**config.mk**
```make
export PLATFORM = sky130hd
export DESIGN_NAME = exec_unit
export DESIGN_NICKNAME = d
export VERILOG_FILES = /design/src/core/exec_alu.v /design/src/core/exec_unit.v
export VERILOG_INCLUDE_DIRS = /design/src /design/src/core
export SDC_FILE = /design/constraint.sdc
export NUM_CORES = 1
export LEC_CHECK = 0
export BUFFER_PORTS_ARGS = -buffer_cell sky130_fd_sc_hd__clkbuf_2
export CAP_MARGIN = 15
export CORE_ASPECT_RATIO = 1.1
export CORE_UTILIZATION = 25
export CTS_BUF_LIST = sky130_fd_sc_hd__clkbuf_8 sky130_fd_sc_hd__clkbuf_16
export CTS_CLUSTER_DIAMETER = 150
export DETAILED_ROUTE_END_ITERATION = 16
export GPL_ROUTABILITY_DRIVEN = 0
export GPL_TIMING_DRIVEN = 0
export PLACE_DENSITY_LB_ADDON = 0.08
export SKIP_CTS_REPAIR_TIMING = 1
export SLEW_MARGIN = 20
export SYNTH_ARGS = -nofsm -noshare
export SYNTH_HDL_FRONTEND = slang
export SYNTH_SLANG_ARGS = --single-unit
export TNS_END_PERCENT = 50
```
**constraint.sdc**
```tcl
create_clock -name CLK -period 3.47 [get_ports CLK]
set_input_delay 0 -clock CLK [delete_from_list [all_inputs] [get_ports CLK]]
set_output_delay 0 -clock CLK [all_outputs]
set_load 0.05 [all_outputs]
```
**src/core/exec_consts.vh**
```
// Constants for the clear, call and decrement execution unit.
//
// Function
// - Watchdog-clear op resets the watchdog counter to zero.
// - Watchdog-clear op also clears the watchdog prescaler with a one-cycle pulse.
// - Watchdog-clear op sets timeout_status_n and powerdown_status_n to one, except that a timeout or sleep event in the same cycle clears its bit.
// - Call pushes the following address, program counter plus one, onto the stack.
// - Call loads its 11-bit operand into program counter bits 10 to 0.
// - Call takes program counter bits 12 and 11 from upper latch bits 4 and 3.
// - Call takes two instruction cycles and leaves every status flag alone.
// - Register operand is a 7-bit address; destination 0 writes accumulator, 1 writes register.
// - Invert op writes the inverted register to the destination, updating only zero.
// - Zero-register op writes zero to the register and sets the zero flag.
// - Minus-one op writes register minus one to the destination, updating only zero.
// - Zero-accumulator op writes zero to the accumulator and sets the zero flag.
// - Minus-one-skip op writes register minus one to the destination, flags untouched.
// - Minus-one-skip with zero result discards the fetched next op; two cycles.
`ifndef EXEC_CONSTS_VH
`define EXEC_CONSTS_VH

`define OPC_WATCHDOG_CLEAR 14'h0064
`define OPC_CALL 3'h4
`define OPC_INVERT 6'h09
`define OPC_MINUS_ONE 6'h03
`define OPC_MINUS_ONE_SKIP 6'h0b
`define OPC_ZERO_REGISTER 7'h03
`define OPC_ZERO_ACCUMULATOR 7'h02
`define DEST_BIT 7
`define LATCH_HI_BIT 4
`define LATCH_LO_BIT 3

`define ALU_INVERT 2'h1
`define ALU_MINUS_ONE 2'h2
`define ALU_ZERO 2'h3

`define ADDR_CTRL 8'h00
`define ADDR_UPPER_LATCH 8'h04
`define ADDR_STATUS 8'h08
`define CTRL_ENABLE_RESET 1'h1
`define UPPER_LATCH_RESET 5'h00
`define ACCUMULATOR_RESET 8'h00
`define STATUS_Z_BIT 8
`define STATUS_TIMEOUT_BIT 9
`define STATUS_POWERDOWN_BIT 10

`endif

```
**src/core/exec_alu.v**
```verilog
// Small result generator for invert, minus-one and zero operations.
`timescale 1ns/100ps
`default_nettype none
`include "exec_consts.vh"

module exec_alu (
    input wire [1:0] sel,
    input wire [7:0] operand,
    output reg [7:0] result,
    output wire zero
);

    always @* begin
        case (sel)
            `ALU_INVERT: begin
                result = ~operand;
            end
            `ALU_MINUS_ONE: begin
                result = operand - 8'h01;
            end
            default: begin
                result = 8'h00;
            end
        endcase
    end

    // Zero is judged on the full 8-bit result, so 8'h01 minus one gives 8'h00 and sets it.
    assign zero = (result == 8'h00);

endmodule
`default_nettype wire

```
**src/core/exec_unit.v**
```verilog
// Execution unit for watchdog clear, call, invert, clear and decrement ops with an APB register slave.
`timescale 1ns/100ps
`default_nettype none
`include "exec_consts.vh"

module exec_unit (
    input wire CLK,
    input wire RESET,

    input wire PSEL,
    input wire PENABLE,
    input wire PWRITE,
    input wire [7:0] PADDR,
    input wire [31:0] PWDATA,
    output wire [31:0] PRDATA,
    output wire PREADY,
    output wire PSLVERR,

    input wire INSTR_VALID,
    input wire [13:0] INSTR,
    input wire [12:0] PC,
    input wire [7:0] REG_OPERAND,
    input wire TIMEOUT_EVENT,
    input wire SLEEP_EVENT,

    output wire REG_WE,
    output wire [6:0] REG_WADDR,
    output wire [7:0] REG_WDATA,
    output wire [7:0] ACCUMULATOR,
    output wire ZERO_FLAG,
    output wire TIMEOUT_STATUS_N,
    output wire POWERDOWN_STATUS_N,
    output wire WATCHDOG_CLEAR,
    output wire PRESCALER_CLEAR,
    output wire STACK_PUSH,
    output wire [12:0] STACK_TOP_DATA,
    output wire PC_LOAD,
    output wire [12:0] PC_TARGET,
    output wire DISCARD_NEXT
);

    localparam [1:0] ST_RUN = 2'b01;
    localparam [1:0] ST_FLUSH = 2'b10;

    ////////////////////////////////////////////////////////////////
    // Registers.

    reg [1:0] state_q;
    reg [1:0] state_d;

    reg [31:0] prdata_q;
    reg pready_q;
    reg pslverr_q;
    reg exec_en_q;
    reg [4:0] upper_latch_q;

    reg reg_we_q;
    reg [6:0] reg_waddr_q;
    reg [7:0] reg_wdata_q;
    reg [7:0] acc_q;
    reg zero_q;
    reg timeout_n_q;
    reg powerdown_n_q;
    reg watchdog_clear_q;
    reg prescaler_clear_q;
    reg stack_push_q;
    reg [12:0] stack_data_q;
    reg pc_load_q;
    reg [12:0] pc_target_q;
    reg discard_q;

    ////////////////////////////////////////////////////////////////
    // Decode.

    wire take;
    wire watchdog_clear_op;
    wire call_op;
    wire invert_register_op;
    wire register_minus_one_op;
    wire minus_one_skip_zero_op;
    wire zero_register_op;
    wire zero_accumulator_op;
    wire to_register;
    wire [7:0] alu_result;
    wire alu_zero;
    reg [1:0] alu_sel;

    // In the flush slot the fetched op is dropped, which is the no-operation cycle.
    assign take = INSTR_VALID & exec_en_q & (state_q == ST_RUN);

    assign watchdog_clear_op = (INSTR == `OPC_WATCHDOG_CLEAR);
    assign call_op = (INSTR[13:11] == `OPC_CALL);
    assign invert_register_op = (INSTR[13:8] == `OPC_INVERT);
    assign register_minus_one_op = (INSTR[13:8] == `OPC_MINUS_ONE);
    assign minus_one_skip_zero_op = (INSTR[13:8] == `OPC_MINUS_ONE_SKIP);
    assign zero_register_op = (INSTR[13:7] == `OPC_ZERO_REGISTER);
    assign zero_accumulator_op = (INSTR[13:7] == `OPC_ZERO_ACCUMULATOR);

    assign to_register = INSTR[`DEST_BIT];

    always @* begin
        if (invert_register_op) begin
            alu_sel = `ALU_INVERT;
        end else if (register_minus_one_op | minus_one_skip_zero_op) begin
            alu_sel = `ALU_MINUS_ONE;
        end else begin
            alu_sel = `ALU_ZERO;
        end
    end

    exec_alu u_alu (
        .sel(alu_sel),
        .operand(REG_OPERAND),
        .result(alu_result),
        .zero(alu_zero)
    );

    wire dest_op;
    wire skip_taken;
    wire two_cycle;

    assign dest_op = invert_register_op | register_minus_one_op | minus_one_skip_zero_op;
    assign skip_taken = minus_one_skip_zero_op & alu_zero;
    // A nonzero skip result leaves the slot open for the next op.
    assign two_cycle = take & (call_op | skip_taken);

    ////////////////////////////////////////////////////////////////
    // Pipeline slot control.

    always @* begin
        case (state_q)
            ST_RUN: begin
                if (two_cycle) begin
                    state_d = ST_FLUSH;
                end else begin
                    state_d = ST_RUN;
                end
            end
            ST_FLUSH: begin
                state_d = ST_RUN;
            end
            default: begin
                state_d = ST_RUN;
            end
        endcase
    end

    always @(posedge CLK) begin
        if (RESET) begin
            state_q <= ST_RUN;
        end else begin
            state_q <= state_d;
        end
    end

    ////////////////////////////////////////////////////////////////
    // Execution results.

    always @(posedge CLK) begin
        if (RESET) begin
            reg_we_q <= 1'b0;
            reg_waddr_q <= 7'h00;
            reg_wdata_q <= 8'h00;
            acc_q <= `ACCUMULATOR_RESET;
            zero_q <= 1'b0;
            timeout_n_q <= 1'b1;
            powerdown_n_q <= 1'b1;
            watchdog_clear_q <= 1'b0;
            prescaler_clear_q <= 1'b0;
            stack_push_q <= 1'b0;
            stack_data_q <= 13'h0000;
            pc_load_q <= 1'b0;
            pc_target_q <= 13'h0000;
            discard_q <= 1'b0;
        end else begin
            reg_we_q <= 1'b0;
            watchdog_clear_q <= 1'b0;
            prescaler_clear_q <= 1'b0;
            stack_push_q <= 1'b0;
            pc_load_q <= 1'b0;
            discard_q <= 1'b0;
            if (take) begin
                reg_waddr_q <= INSTR[6:0];
                reg_wdata_q <= alu_result;
                if ((dest_op & to_register) | zero_register_op) begin
                    reg_we_q <= 1'b1;
                end
                if ((dest_op & ~to_register) | zero_accumulator_op) begin
                    acc_q <= alu_result;
                end
                // The skip op and call leave the zero flag as it was.
                if (invert_register_op | register_minus_one_op) begin
                    zero_q <= alu_zero;
                end
                if (zero_register_op | zero_accumulator_op) begin
                    zero_q <= 1'b1;
                end
                if (watchdog_clear_op) begin
                    watchdog_clear_q <= 1'b1;
                    prescaler_clear_q <= 1'b1;
                end
                if (call_op) begin
                    stack_push_q <= 1'b1;
                    stack_data_q <= PC + 13'h0001;
                    pc_load_q <= 1'b1;
                    pc_target_q <= {upper_latch_q[`LATCH_HI_BIT:`LATCH_LO_BIT], INSTR[10:0]};
                end
                if (two_cycle) begin
                    discard_q <= 1'b1;
                end
            end
            // A timeout or sleep in the same cycle as a watchdog clear wins, so it is never lost.
            if (TIMEOUT_EVENT) begin
                timeout_n_q <= 1'b0;
            end else if (take & watchdog_clear_op) begin
                timeout_n_q <= 1'b1;
            end
            if (SLEEP_EVENT) begin
                powerdown_n_q <= 1'b0;
            end else if (take & watchdog_clear_op) begin
                powerdown_n_q <= 1'b1;
            end
        end
    end

    ////////////////////////////////////////////////////////////////
    // APB slave, one wait state per access.

    wire access;
    wire complete;
    wire [31:0] status_word;

    assign access = PSEL & PENABLE & ~pready_q;
    assign complete = PSEL & PENABLE & pready_q;

    assign status_word = {21'h000000, powerdown_n_q, timeout_n_q, zero_q, acc_q};

    always @(posedge CLK) begin
        if (RESET) begin
            pready_q <= 1'b0;
            pslverr_q <= 1'b0;
            prdata_q <= 32'h00000000;
            exec_en_q <= `CTRL_ENABLE_RESET;
            upper_latch_q <= `UPPER_LATCH_RESET;
        end else begin
            pready_q <= access;
            pslverr_q <= 1'b0;
            if (access) begin
                case (PADDR)
                    `ADDR_CTRL: begin
                        prdata_q <= {31'h00000000, exec_en_q};
                    end
                    `ADDR_UPPER_LATCH: begin
                        prdata_q <= {27'h0000000, upper_latch_q};
                    end
                    `ADDR_STATUS: begin
                        prdata_q <= status_word;
                    end
                    default: begin
                        prdata_q <= 32'h00000000;
                        pslverr_q <= 1'b1;
                    end
                endcase
            end
            // Writes land only at the completing edge, so a held request never writes twice.
            if (complete & PWRITE) begin
                case (PADDR)
                    `ADDR_CTRL: begin
                        exec_en_q <= PWDATA[0];
                    end
                    `ADDR_UPPER_LATCH: begin
                        upper_latch_q <= PWDATA[4:0];
                    end
                    default: begin
                        exec_en_q <= exec_en_q;
                    end
                endcase
            end
        end
    end

    ////////////////////////////////////////////////////////////////
    // Outputs.

    assign PRDATA = prdata_q;
    assign PREADY = pready_q;
    assign PSLVERR = pslverr_q;
    assign REG_WE = reg_we_q;
    assign REG_WADDR = reg_waddr_q;
    assign REG_WDATA = reg_wdata_q;
    assign ACCUMULATOR = acc_q;
    assign ZERO_FLAG = zero_q;
    assign TIMEOUT_STATUS_N = timeout_n_q;
    assign POWERDOWN_STATUS_N = powerdown_n_q;
    assign WATCHDOG_CLEAR = watchdog_clear_q;
    assign PRESCALER_CLEAR = prescaler_clear_q;
    assign STACK_PUSH = stack_push_q;
    assign STACK_TOP_DATA = stack_data_q;
    assign PC_LOAD = pc_load_q;
    assign PC_TARGET = pc_target_q;
    assign DISCARD_NEXT = discard_q;

endmodule
`default_nettype wire

```
==> flow_summary.yaml, run 1 <==
power_and_ir_drop:
  internal-power_mw: 1.64
  seqPwrFrac: 0.406
  swShare: 0.272
  clkPwrFrac: 0.444
  finalPower_mw: 2.25
  combPwrFrac: 0.151
  power_density_nw_per_um2: 447
  switchingPower_mw: 0.612
  max-vdd-ir-drop_uv: 226
  leakage_nw: 2.12
layout:
  antennaDiodeCount: 0
  register_area_um2: 1540
  drive_gt1_frac: 0.293
  layout_common_cells: "124 x clkbuf_2, 77 x dfxtp_1, 69 x nand2_1"
  fillers: 1524
  finalCoreUtilization: 0.361
  syn_to_final_growth_pct: 40.3
  layout.cells.non_filler: 798
  nNetsFinal: 690
  multiInputGateArea_um2: 1780
  final_common_cell: "clkbuf_2"
placement:
  port_buffers: 123
  dp.cells: 762
  dp_hpwl_um: 8660
worst_setup_path:
  cp_top_family: "simple AND/OR/NAND/NOR gates"
  cp_max_fo: 6
  cp-end-kind: "register"
  rrSetupSlack_ns: 1.37
  r2r-end: "PC_TARGET[12]$_SDFFE_PP0P_"
  cp_slowest_stage_delay_ns: 0.56
  crit-reg2reg-launch: "exec_en_q$_SDFFE_PP1P_"
  arrival_ns: 2.82
  crit_path_start_kind: "input port"
  required_ns: 3.69
  cp_slowest_cell: "or4b_4"
  rr_worst_depth: 6
  path_cells: "dlygate4sd3_1, clkbuf_2, or4b_1, buf_6, o32ai_2, mux2_4, or4b_4, o41a_1"
  crit_type: "input port to register"
  path_buf_inv: 3
global_route:
  grt_pass1_vias: 3284
  grt_start_max_net_pins: 14
  overflow: 0
  grt_usage: 0.152
  antenna_found_initial: 0
  grt_pass1_wl_um: 17000
floorplanning:
  die_h_um: 128
  die_w_um: 116
  rows: 45
  start_util: 0.258
  io_pins: 175
  placeableCoreArea_um2: 13900
  fp.dieArea_um2: 14800
sta:
  fmax_mhz: 384
  tightest_slew_ns: 0.916
  tns_ns: 0
  rsz0062_at_grt: "false"
  finalSetupViolCount: 0
  finalHoldViolCount: 3
  finalClockSkew_ns: 0.00755
  min_period_ns: 2.60
  drv_slew: 0
  finalHoldWorstSlack_ns: -0.0378
  max_slew_margin: 0.388
  finalCritPeriodShare: 0.751
synthesis:
  syn_area_per_cell_um2: 8.31
  synthTopCellsByArea: "dfxtp_1 43%, nand2_1 7.2%, a21oi_1 6.1%"
  ys_warn_count: 0
  syn_area_um2: 3580
  synth_top_area_cell: "dfxtp_1"
  synth_flop_cell: "dfxtp_1"
  ys_ff_latch: 77
  ys_seq_area_frac: 0.430
  synthDistinctLibCells: 54
  syn_inst: 431
  synth-edff-count: 0
  synthArstFlopShare: 0
  synth_top_area_share: 0.430
route:
  wire_per_inst_um: 14.0
  firstDrtPassIters: 4
  viasPerCell: 4.42
  ant_nets: 0
  drc: 0
  first_iter_violations: 128
  wirelength_um: 11200
  vias: 3526
min_path:
  min_from: "PC[10]"
  hold_depth: 3
  min_to: "STACK_TOP_DATA[10]$_SDFFE_PP0P_"
  hold_path_class: "input port to register"
clock_tree:
  h-tree-depth: 3
  cts_made_buffers: 9
  clock_path_buffers: 2
  clock_latency_ns: 0.33
  clkSinkCount: 77
  clkTransAtPathRegs_ns: 0.06
  cts_tree: "done"
  clk_root_buffer_cell: "clkbuf_16"
outcome:
  status: "finished with violations"
  failed_checks: "hold timing"
flow_run:
  maxCapViolCount: 0
-- registers in the layout (all words and copies together) (netlist names) --
| signal | cells |
|---|---|
| ACCUMULATOR | 8 |
| DISCARD_NEXT | 1 |
| PC_LOAD | 1 |
| PC_TARGET | 13 |
| POWERDOWN_STATUS_N | 1 |
| PRDATA | 11 |
| PREADY | 1 |
| PRESCALER_CLEAR | 1 |
| PSLVERR | 1 |
| REG_WADDR | 7 |
| REG_WDATA | 8 |
| REG_WE | 1 |
| STACK_TOP_DATA | 13 |
| TIMEOUT_STATUS_N | 1 |
| ZERO_FLAG | 1 |
| exec_en_q | 1 |
| state_q | 2 |
| upper_latch_q | 5 |
-- tightest hold or removal path: stages --
cell	delay [ns]
clkbuf_2	0.09
o21ai_0	0.07
a311oi_1	0.08
-- how the worst max path moves through the flow --
stage | cells after the start | startpoint | endpoint
after CTS | 6 | exec_en_q$_SDFFE_PP1P_ | PC_TARGET[12]$_SDFFE_PP0P_
after floorplan | 6 | REG_OPERAND[2] | state_q[0]$_SDFF_PP1_
after global placement | 6 | REG_OPERAND[2] | state_q[0]$_SDFF_PP1_
after global routing | 8 | INSTR[10] | state_q[0]$_SDFF_PP1_
final | 8 | INSTR[10] | state_q[0]$_SDFF_PP1_
after detailed placement | 6 | REG_OPERAND[2] | state_q[0]$_SDFF_PP1_
-- kinds of logic after synthesis --
kind of cell | count (synthesis) | share of synthesized area
and+or+nand+nor | 181 | 0.248
AOI/OAI and AO/OA | 87 | 0.155
DFF | 77 | 0.430
buffers and inverters | 58 | 0.0929
xor gates and xnor gates | 16 | 0.0391
muxes | 9 | 0.0265
adders and majority gates | 2 | 0.00698
other | 1 | 0.00105
-- metal layers --
metal,track usage,wire [µm],part of all wire,vias to the layer above
met3,0.0427,797,0.071,18
met1,0.185,4940,0.44,1579
met5,0,0,0,-
met4,0.0596,194,0.017,0
met2,0.251,5250,0.47,126
li1,-,-,-,1803
-- metrics by stage --
stage | hold slack, ns | worst slack [ns] | instance area [µm²]
floorplan | 0.0964 | 1.17 | 3660
global placement | 0.191 | 1.03 | 4510
detailed placement | 0.204 | 1.04 | 4510
CTS | -0.148 | 1.33 | 4820
global route | 0.00245 | 0.821 | 5020
finish | -0.0378 | 0.865 | 5020
-- layout make-up --
type                       instances  share of cell area
buffer                            50              0.0603
clock buffer                       9              0.0448
clock inverter                     7              0.0182
inverter                           8             0.00598
multi-input combinational        316               0.355
sequential                        77               0.307
tap                              188              0.0468
timing repair buffer             143               0.162
-- Yosys cell counts (2+ instances only) --
| cell | instances |
|---|---|
| or2_2 | 2 |
| inv_1 | 8 |
| buf_6 | 3 |
| xor2_1 | 6 |
| a21oi_1 | 44 |
| nand4_1 | 4 |
| a22oi_1 | 11 |
| nor4b_1 | 3 |
| o21ai_0 | 4 |
| nand3b_1 | 5 |
| o2111ai_1 | 2 |
| a311oi_1 | 2 |
| or3_1 | 5 |
| buf_4 | 24 |
| o21bai_1 | 2 |
| nor3b_1 | 3 |
| nor4_1 | 3 |
| o41ai_1 | 2 |
| nor2b_1 | 4 |
| nand3_1 | 17 |
| a211oi_1 | 12 |
| clkbuf_1 | 21 |
| mux2i_1 | 8 |
| nand2_1 | 69 |
| ha_1 | 2 |
| or3b_2 | 2 |
| xnor2_1 | 10 |
| dfxtp_1 | 77 |
| nor3_1 | 11 |
| nor2_1 | 41 |
-- power by group through the flow --
stage          registers [mW]  logic (mW)  clock network [mW]
2_1_floorplan           0.988       0.166                   0
3_3_place_gp            0.930       0.321                   0
3_5_place_dp            0.931       0.321                   0
4_1_cts                 0.911       0.322                1.02
5_1_grt                 0.913       0.366                1.06
6_report                0.911       0.339               0.997
(Power assumes the default switching activity.)
==> run 2, diff against run 1 <==
--- a/config.mk
+++ b/config.mk
@@ -6,6 +6,7 @@
 export SDC_FILE = /design/constraint.sdc
 export NUM_CORES = 1
 export LEC_CHECK = 0
+export ABC_AREA = 1
 export BUFFER_PORTS_ARGS = -buffer_cell sky130_fd_sc_hd__clkbuf_2
 export CAP_MARGIN = 15
 export CORE_ASPECT_RATIO = 1.1
==> constraint.sdc (replaced) <==
create_clock -name CLK -period 2.2 [get_ports CLK]
set_input_delay 0 -clock CLK [delete_from_list [all_inputs] [get_ports CLK]]
set_output_delay 0 -clock CLK [all_outputs]
set_load 0.05 [all_outputs]
==> run 2 against run 1 <==
  * The flow still finishes with violations (hold timing)
  * Synthesized cell count grew 16%
  * Core utilization grew 0.17 points
  * Largest cell class unchanged
  * Clock skew shrank 0.00079 ns
  * Combinational power grew 83%
  * First-iteration DRC count grew 56%
  * Highest routed layer unchanged
  * Via count grew 3.7%
  * Sequential share of layout area shrank 0.39 points
  * Critical path depth grew 4
==> flow_summary.yaml, run 2 <==
power_and_ir_drop:
  combPwrFrac: 0.162
  internal-power_mw: 2.73
  finalPower_mw: 3.82
  max-vdd-ir-drop_uv: 338
  power_density_nw_per_um2: 751
  leakage_nw: 2.56
  seqPwrFrac: 0.385
  switchingPower_mw: 1.09
  clkPwrFrac: 0.453
  swShare: 0.285
clock_tree:
  clkSinkCount: 77
  cts_tree: "done"
  clkTransAtPathRegs_ns: 0.06
  clock_path_buffers: 2
  h-tree-depth: 3
  clk_root_buffer_cell: "clkbuf_16"
  cts_made_buffers: 9
  clock_latency_ns: 0.34
flow_run:
  maxCapViolCount: 0
floorplanning:
  rows: 45
  die_w_um: 117
  fp.dieArea_um2: 15000
  start_util: 0.259
  die_h_um: 128
  io_pins: 175
  placeableCoreArea_um2: 14000
synthesis:
  ys_top_cells_by_count: "87 x nand2_1, 77 x dfxtp_1, 57 x inv_1, 49 x nor2_1, 48 x o21ai_0"
  syn_area_per_cell_um2: 7.28
  syn_area_um2: 3630
  synthArstFlopShare: 0
  synth_top_area_share: 0.424
  synth_most_common_cell: "nand2_1"
  ys_seq_area_frac: 0.424
  syn_inst: 499
  synth-edff-count: 0
  ys_ff_latch: 77
  synthDistinctLibCells: 31
  synthTopCellsByArea: "dfxtp_1 42%, nand2_1 9.0%, o21ai_0 6.6%"
  synth_top_area_cell: "dfxtp_1"
  synth_flop_cell: "dfxtp_1"
  ys_warn_count: 0
placement:
  dp_slack_ns: 0.562
  port_buffers: 125
  dp_hpwl_um: 9000
route:
  viasPerCell: 4.23
  wire_per_inst_um: 13.2
  drc: 0
  first_iter_violations: 200
  wirelength_um: 11400
  firstDrtPassIters: 4
  vias: 3658
  ant_nets: 0
sta:
  fmax_mhz: 601
  drv_slew: 0
  layout_setup_ws_ns: 0.537
  rsz0062_at_grt: "false"
  tightest_slew_ns: 0.658
  finalCritPeriodShare: 0.756
  max_slew_margin: 0.561
  finalHoldViolCount: 5
  finalClockSkew_ns: 0.00676
  tns_ns: 0
  finalSetupViolCount: 0
  min_period_ns: 1.66
  finalHoldWorstSlack_ns: -0.0250
layout:
  syn_to_final_growth_pct: 40.0
  final_common_cell: "clkbuf_2"
  antennaDiodeCount: 0
  layout_common_cells: "125 x clkbuf_2, 87 x nand2_1, 77 x dfxtp_1"
  nNetsFinal: 757
  fillers: 1522
  drive_gt1_frac: 0.291
  finalCoreUtilization: 0.363
worst_setup_path:
  crit_path_start_kind: "input port"
  cp-end-kind: "register"
  rrSetupSlack_ns: 0.57
  r2r-end: "STACK_TOP_DATA[10]$_SDFFE_PP0P_"
  crit-reg2reg-launch: "state_q[0]$_SDFF_PP1_"
  critPathLaunch: "PC[0]"
  rr_worst_depth: 8
  crit_type: "input port to register"
  cp_max_fo: 3
  arrival_ns: 1.91
  required_ns: 2.45
min_path:
  hold_path_class: "input port to register"
  hold_depth: 3
  min_from: "TIMEOUT_EVENT"
  min_to: "TIMEOUT_STATUS_N$_SDFFE_PP1P_"
global_route:
  grt_pass1_wl_um: 17400
  grt_start_max_net_pins: 15
  grt_usage: 0.155
  antenna_found_initial: 0
  overflow: 0
  grt_pass1_vias: 3378
outcome:
  failed_checks: "hold timing"
  status: "finished with violations"
==> run 2: cell families (layout without fill, tap and decap cells) <==
group           count (synthesis)  count (layout)  synth area share
simple gates                  205             205             0.262
buf+inv                       104             262             0.136
compound gates                102             102             0.150
flops                          77              77             0.424
xor+xnor                        8               8            0.0193
fa+ha+maj                       2               2           0.00688
other cells                     1              21           0.00103
==> run 2: power groups by stage <==
stage | Sequential (mW) | Clock (mW) | Combinational, mW
final | 1.47 | 1.73 | 0.620
after global routing | 1.47 | 1.83 | 0.672
after CTS | 1.47 | 1.78 | 0.602
after detailed placement | 1.50 | 0 | 0.600
after global placement | 1.50 | 0 | 0.599
after floorplan | 1.66 | 0 | 0.267
==> run 2: how the worst max path moves through the flow <==
stage,endpoint,depth (start not counted)
after floorplan,upper_latch_q[0]$_SDFFE_PP0P_,4
after CTS,REG_WDATA[3]$_SDFFE_PP0P_,8
after global routing,STACK_TOP_DATA[12]$_SDFFE_PP0P_,12
after global placement,REG_WDATA[3]$_SDFFE_PP0P_,8
after detailed placement,REG_WDATA[3]$_SDFFE_PP0P_,8
final,STACK_TOP_DATA[12]$_SDFFE_PP0P_,12
==> run 2: layout make-up <==
class                           instances  area (µm²)  share of cell area
Buffer                                 42         262              0.0514
Clock buffer                            9         225              0.0442
Clock inverter                          7         124              0.0243
Inverter                               62         233              0.0457
Multi-Input combinational cell        338        1670               0.329
Sequential cell                        77        1540               0.303
Tap cell                              188         235              0.0462
Timing Repair Buffer                  142         796               0.156
==> run 2: per-stage QoR <==
| stage | instance area [µm²] | cells |
|---|---|---|
| 3_5_place_dp | 4570 | 832 |
| 6_report | 5090 | 865 |
| 3_3_place_gp | 4570 | 832 |
| 5_1_grt | 5090 | 865 |
| 2_1_floorplan | 3710 | 519 |
| 4_1_cts | 4920 | 848 |
==> run 2: layer usage <==
layer	wire length (µm)	global-route usage	part of all wire
met1	5290	0.203	0.46
met5	0	0	0
met2	5260	0.242	0.46
met3	710	0.0377	0.062
met4	186	0.0670	0.016
==> run 2: worst max-delay path, cell delays in order <==
cell           delay (ns)
dlygate4sd3_1        0.52
clkbuf_2             0.13
ha_1                 0.18
nand3_1              0.11
nor2_1               0.17
nand3_1              0.16
nor2_1               0.21
nand3_1              0.12
a21oi_1              0.12
o21ai_0              0.09
nand2_1              0.06
inv_1                0.03
==> run 3, diff against run 2 <==
==> constraint.sdc (replaced) <==
create_clock -name CLK -period 1.45 [get_ports CLK]
set_input_delay 0 -clock CLK [delete_from_list [all_inputs] [get_ports CLK]]
set_output_delay 0 -clock CLK [all_outputs]
set_load 0.05 [all_outputs]
==> run 3 against run 2 <==
  * The flow still finishes with violations (hold timing)
  * Sequential cell count did not move
  * Routed wire length is 1.3% higher
  * Die area is the same
  * Clock-buffer cell count unchanged
  * Critical path depth shrank 3
  * Sequential share of layout area decreased by 1.2 points
  * Cell area rose by 4.1%
  * Critical path type is now register to register
  * Critical endpoint is now ACCUMULATOR[7]$_SDFFE_PP0P_
  * Largest power group unchanged
==> flow_summary.yaml, run 3 (synthesis results as in run 2) <==
layout:
  drive_gt1_frac: 0.328
  syn_to_final_growth_pct: 45.8
  final_common_cell: "clkbuf_2"
  antennaDiodeCount: 0
  layout_common_cells: "126 x clkbuf_2, 85 x nand2_1, 76 x dfxtp_1"
  stdcell_area_um2: 5300
  nNetsFinal: 768
sta:
  fmax_mhz: 716
  min_period_ns: 1.40
  drv_slew: 0
  layout_setup_ws_ns: 0.0536
  finalHoldViolCount: 2
  finalCritPeriodShare: 0.963
  finalClockSkew_ns: 0.00495
  finalSetupViolCount: 0
  tightest_slew_ns: 0.671
  finalHoldWorstSlack_ns: -0.0207
  rsz0062_at_grt: "true"
  max_slew_margin: 0.553
global_route:
  grt_pass1_wl_um: 17600
  grt_usage: 0.158
  antenna_found_initial: 0
  grt_start_max_net_pins: 14
  grt_pass1_vias: 3359
  overflow: 0
power_and_ir_drop:
  clkPwrFrac: 0.446
  swShare: 0.284
  internal-power_mw: 4.15
  switchingPower_mw: 1.64
  leakage_nw: 2.66
  combPwrFrac: 0.169
  power_density_nw_per_um2: 1090
  max-vdd-ir-drop_uv: 411
  finalPower_mw: 5.80
  seqPwrFrac: 0.385
floorplanning:
  io_pins: 175
  die_h_um: 128
  fp.dieArea_um2: 15000
  rows: 45
  die_w_um: 117
  placeableCoreArea_um2: 14000
  start_util: 0.259
min_path:
  hold_path_class: "input port to register"
  min_from: "PC[9]"
clock_tree:
  h-tree-depth: 3
  clk_root_buffer_cell: "clkbuf_16"
  clkTransAtPathRegs_ns: 0.06
  clkSinkCount: 77
  clock_path_buffers: 2
  cts_made_buffers: 9
  clock_latency_ns: 0.34
  cts_tree: "done"
placement:
  dp_hpwl_um: 9030
  dp_slack_ns: -0.229
  placed_area_um2: 4570
  port_buffers: 125
worst_setup_path:
  cp_max_fo: 5
  arrival_ns: 1.63
  required_ns: 1.69
  critPathLaunch: "state_q[0]$_SDFF_PP1_"
  crit-reg2reg-launch: "state_q[0]$_SDFF_PP1_"
  crit_path_start_kind: "register"
  crit_type: "register to register"
  cp-end-kind: "register"
outcome:
  failed_checks: "hold timing"
  status: "finished with violations"
route:
  drc: 0
  viasPerCell: 4.21
  firstDrtPassIters: 4
  vias: 3692
  first_iter_violations: 151
  ant_nets: 0
  wire_per_inst_um: 13.2
  wirelength_um: 11600
flow_run:
  maxCapViolCount: 0
[run 3: changes by cell type in the layout (fill, tap and decap cells not counted), moves of 4 or more]
cell,before,now
nand3_1,31,27
nor2_1,49,45
o21ai_0,48,40
buf_6,0,5
o21ai_1,0,7
clkbuf_1,10,6
nor2_2,5,9
buf_4,26,31
[run 3: final timing paths]
check / endpoint / slack, ns / cells after the start
worst max-delay path: ACCUMULATOR[7]$_SDFFE_PP0P_ / 0.05 / 9
worst min-delay path: STACK_TOP_DATA[9]$_SDFFE_PP0P_ / -0.02 / 5
worst max register to register: ACCUMULATOR[7]$_SDFFE_PP0P_ / 0.05 / 9
worst min register to register: PRDATA[2]$_SDFFE_PP0P_ / 0.47 / 2
[run 3: worst max-delay path: stages (launching register included)]
cell      delay, ns
dfxtp_1        0.31
inv_1          0.04
nor2_2         0.09
nand3_2        0.12
buf_8          0.16
nor3_4         0.21
buf_6          0.16
nand3_2        0.07
o211ai_1       0.08
inv_1          0.05
[run 3: cell type report]
class                   instances  area, µm²
repair buffers                154        907
clock inverters                 7        114
multi-input cells             338       1740
fillers                      1535       8720
inverters                      62        238
plain buffers                  41        302
clock buffers                   9        225
flip-flops and latches         77       1540
well taps                     188        235
[run 3: per-stage QoR]
step,instances,TNS (ns),utilization
after floorplan,519,0,-
after global placement,832,-8.47,0.326
after detailed placement,832,-7.01,0.326
after CTS,848,-8.31,0.350
after global routing,876,-0.330,0.378
final,876,0,0.378
[run 3: power groups by stage]
stage          registers, mW  clock network (mW)  logic [mW]
2_1_floorplan           2.52                   0       0.405
3_3_place_gp            2.28                   0       0.909
3_5_place_dp            2.28                   0       0.912
4_1_cts                 2.23                2.65       0.915
5_1_grt                 2.24                2.74        1.06
6_report                2.23                2.59       0.980
[run 3: layer usage]
layer	share of wire	track usage	wire length [µm]	vias to the layer above
met5	0	0	0	-
met4	0.017	0.0670	201	0
met3	0.052	0.0363	598	12
met2	0.46	0.249	5300	89
met1	0.47	0.205	5500	1632
li1	-	-	-	1959
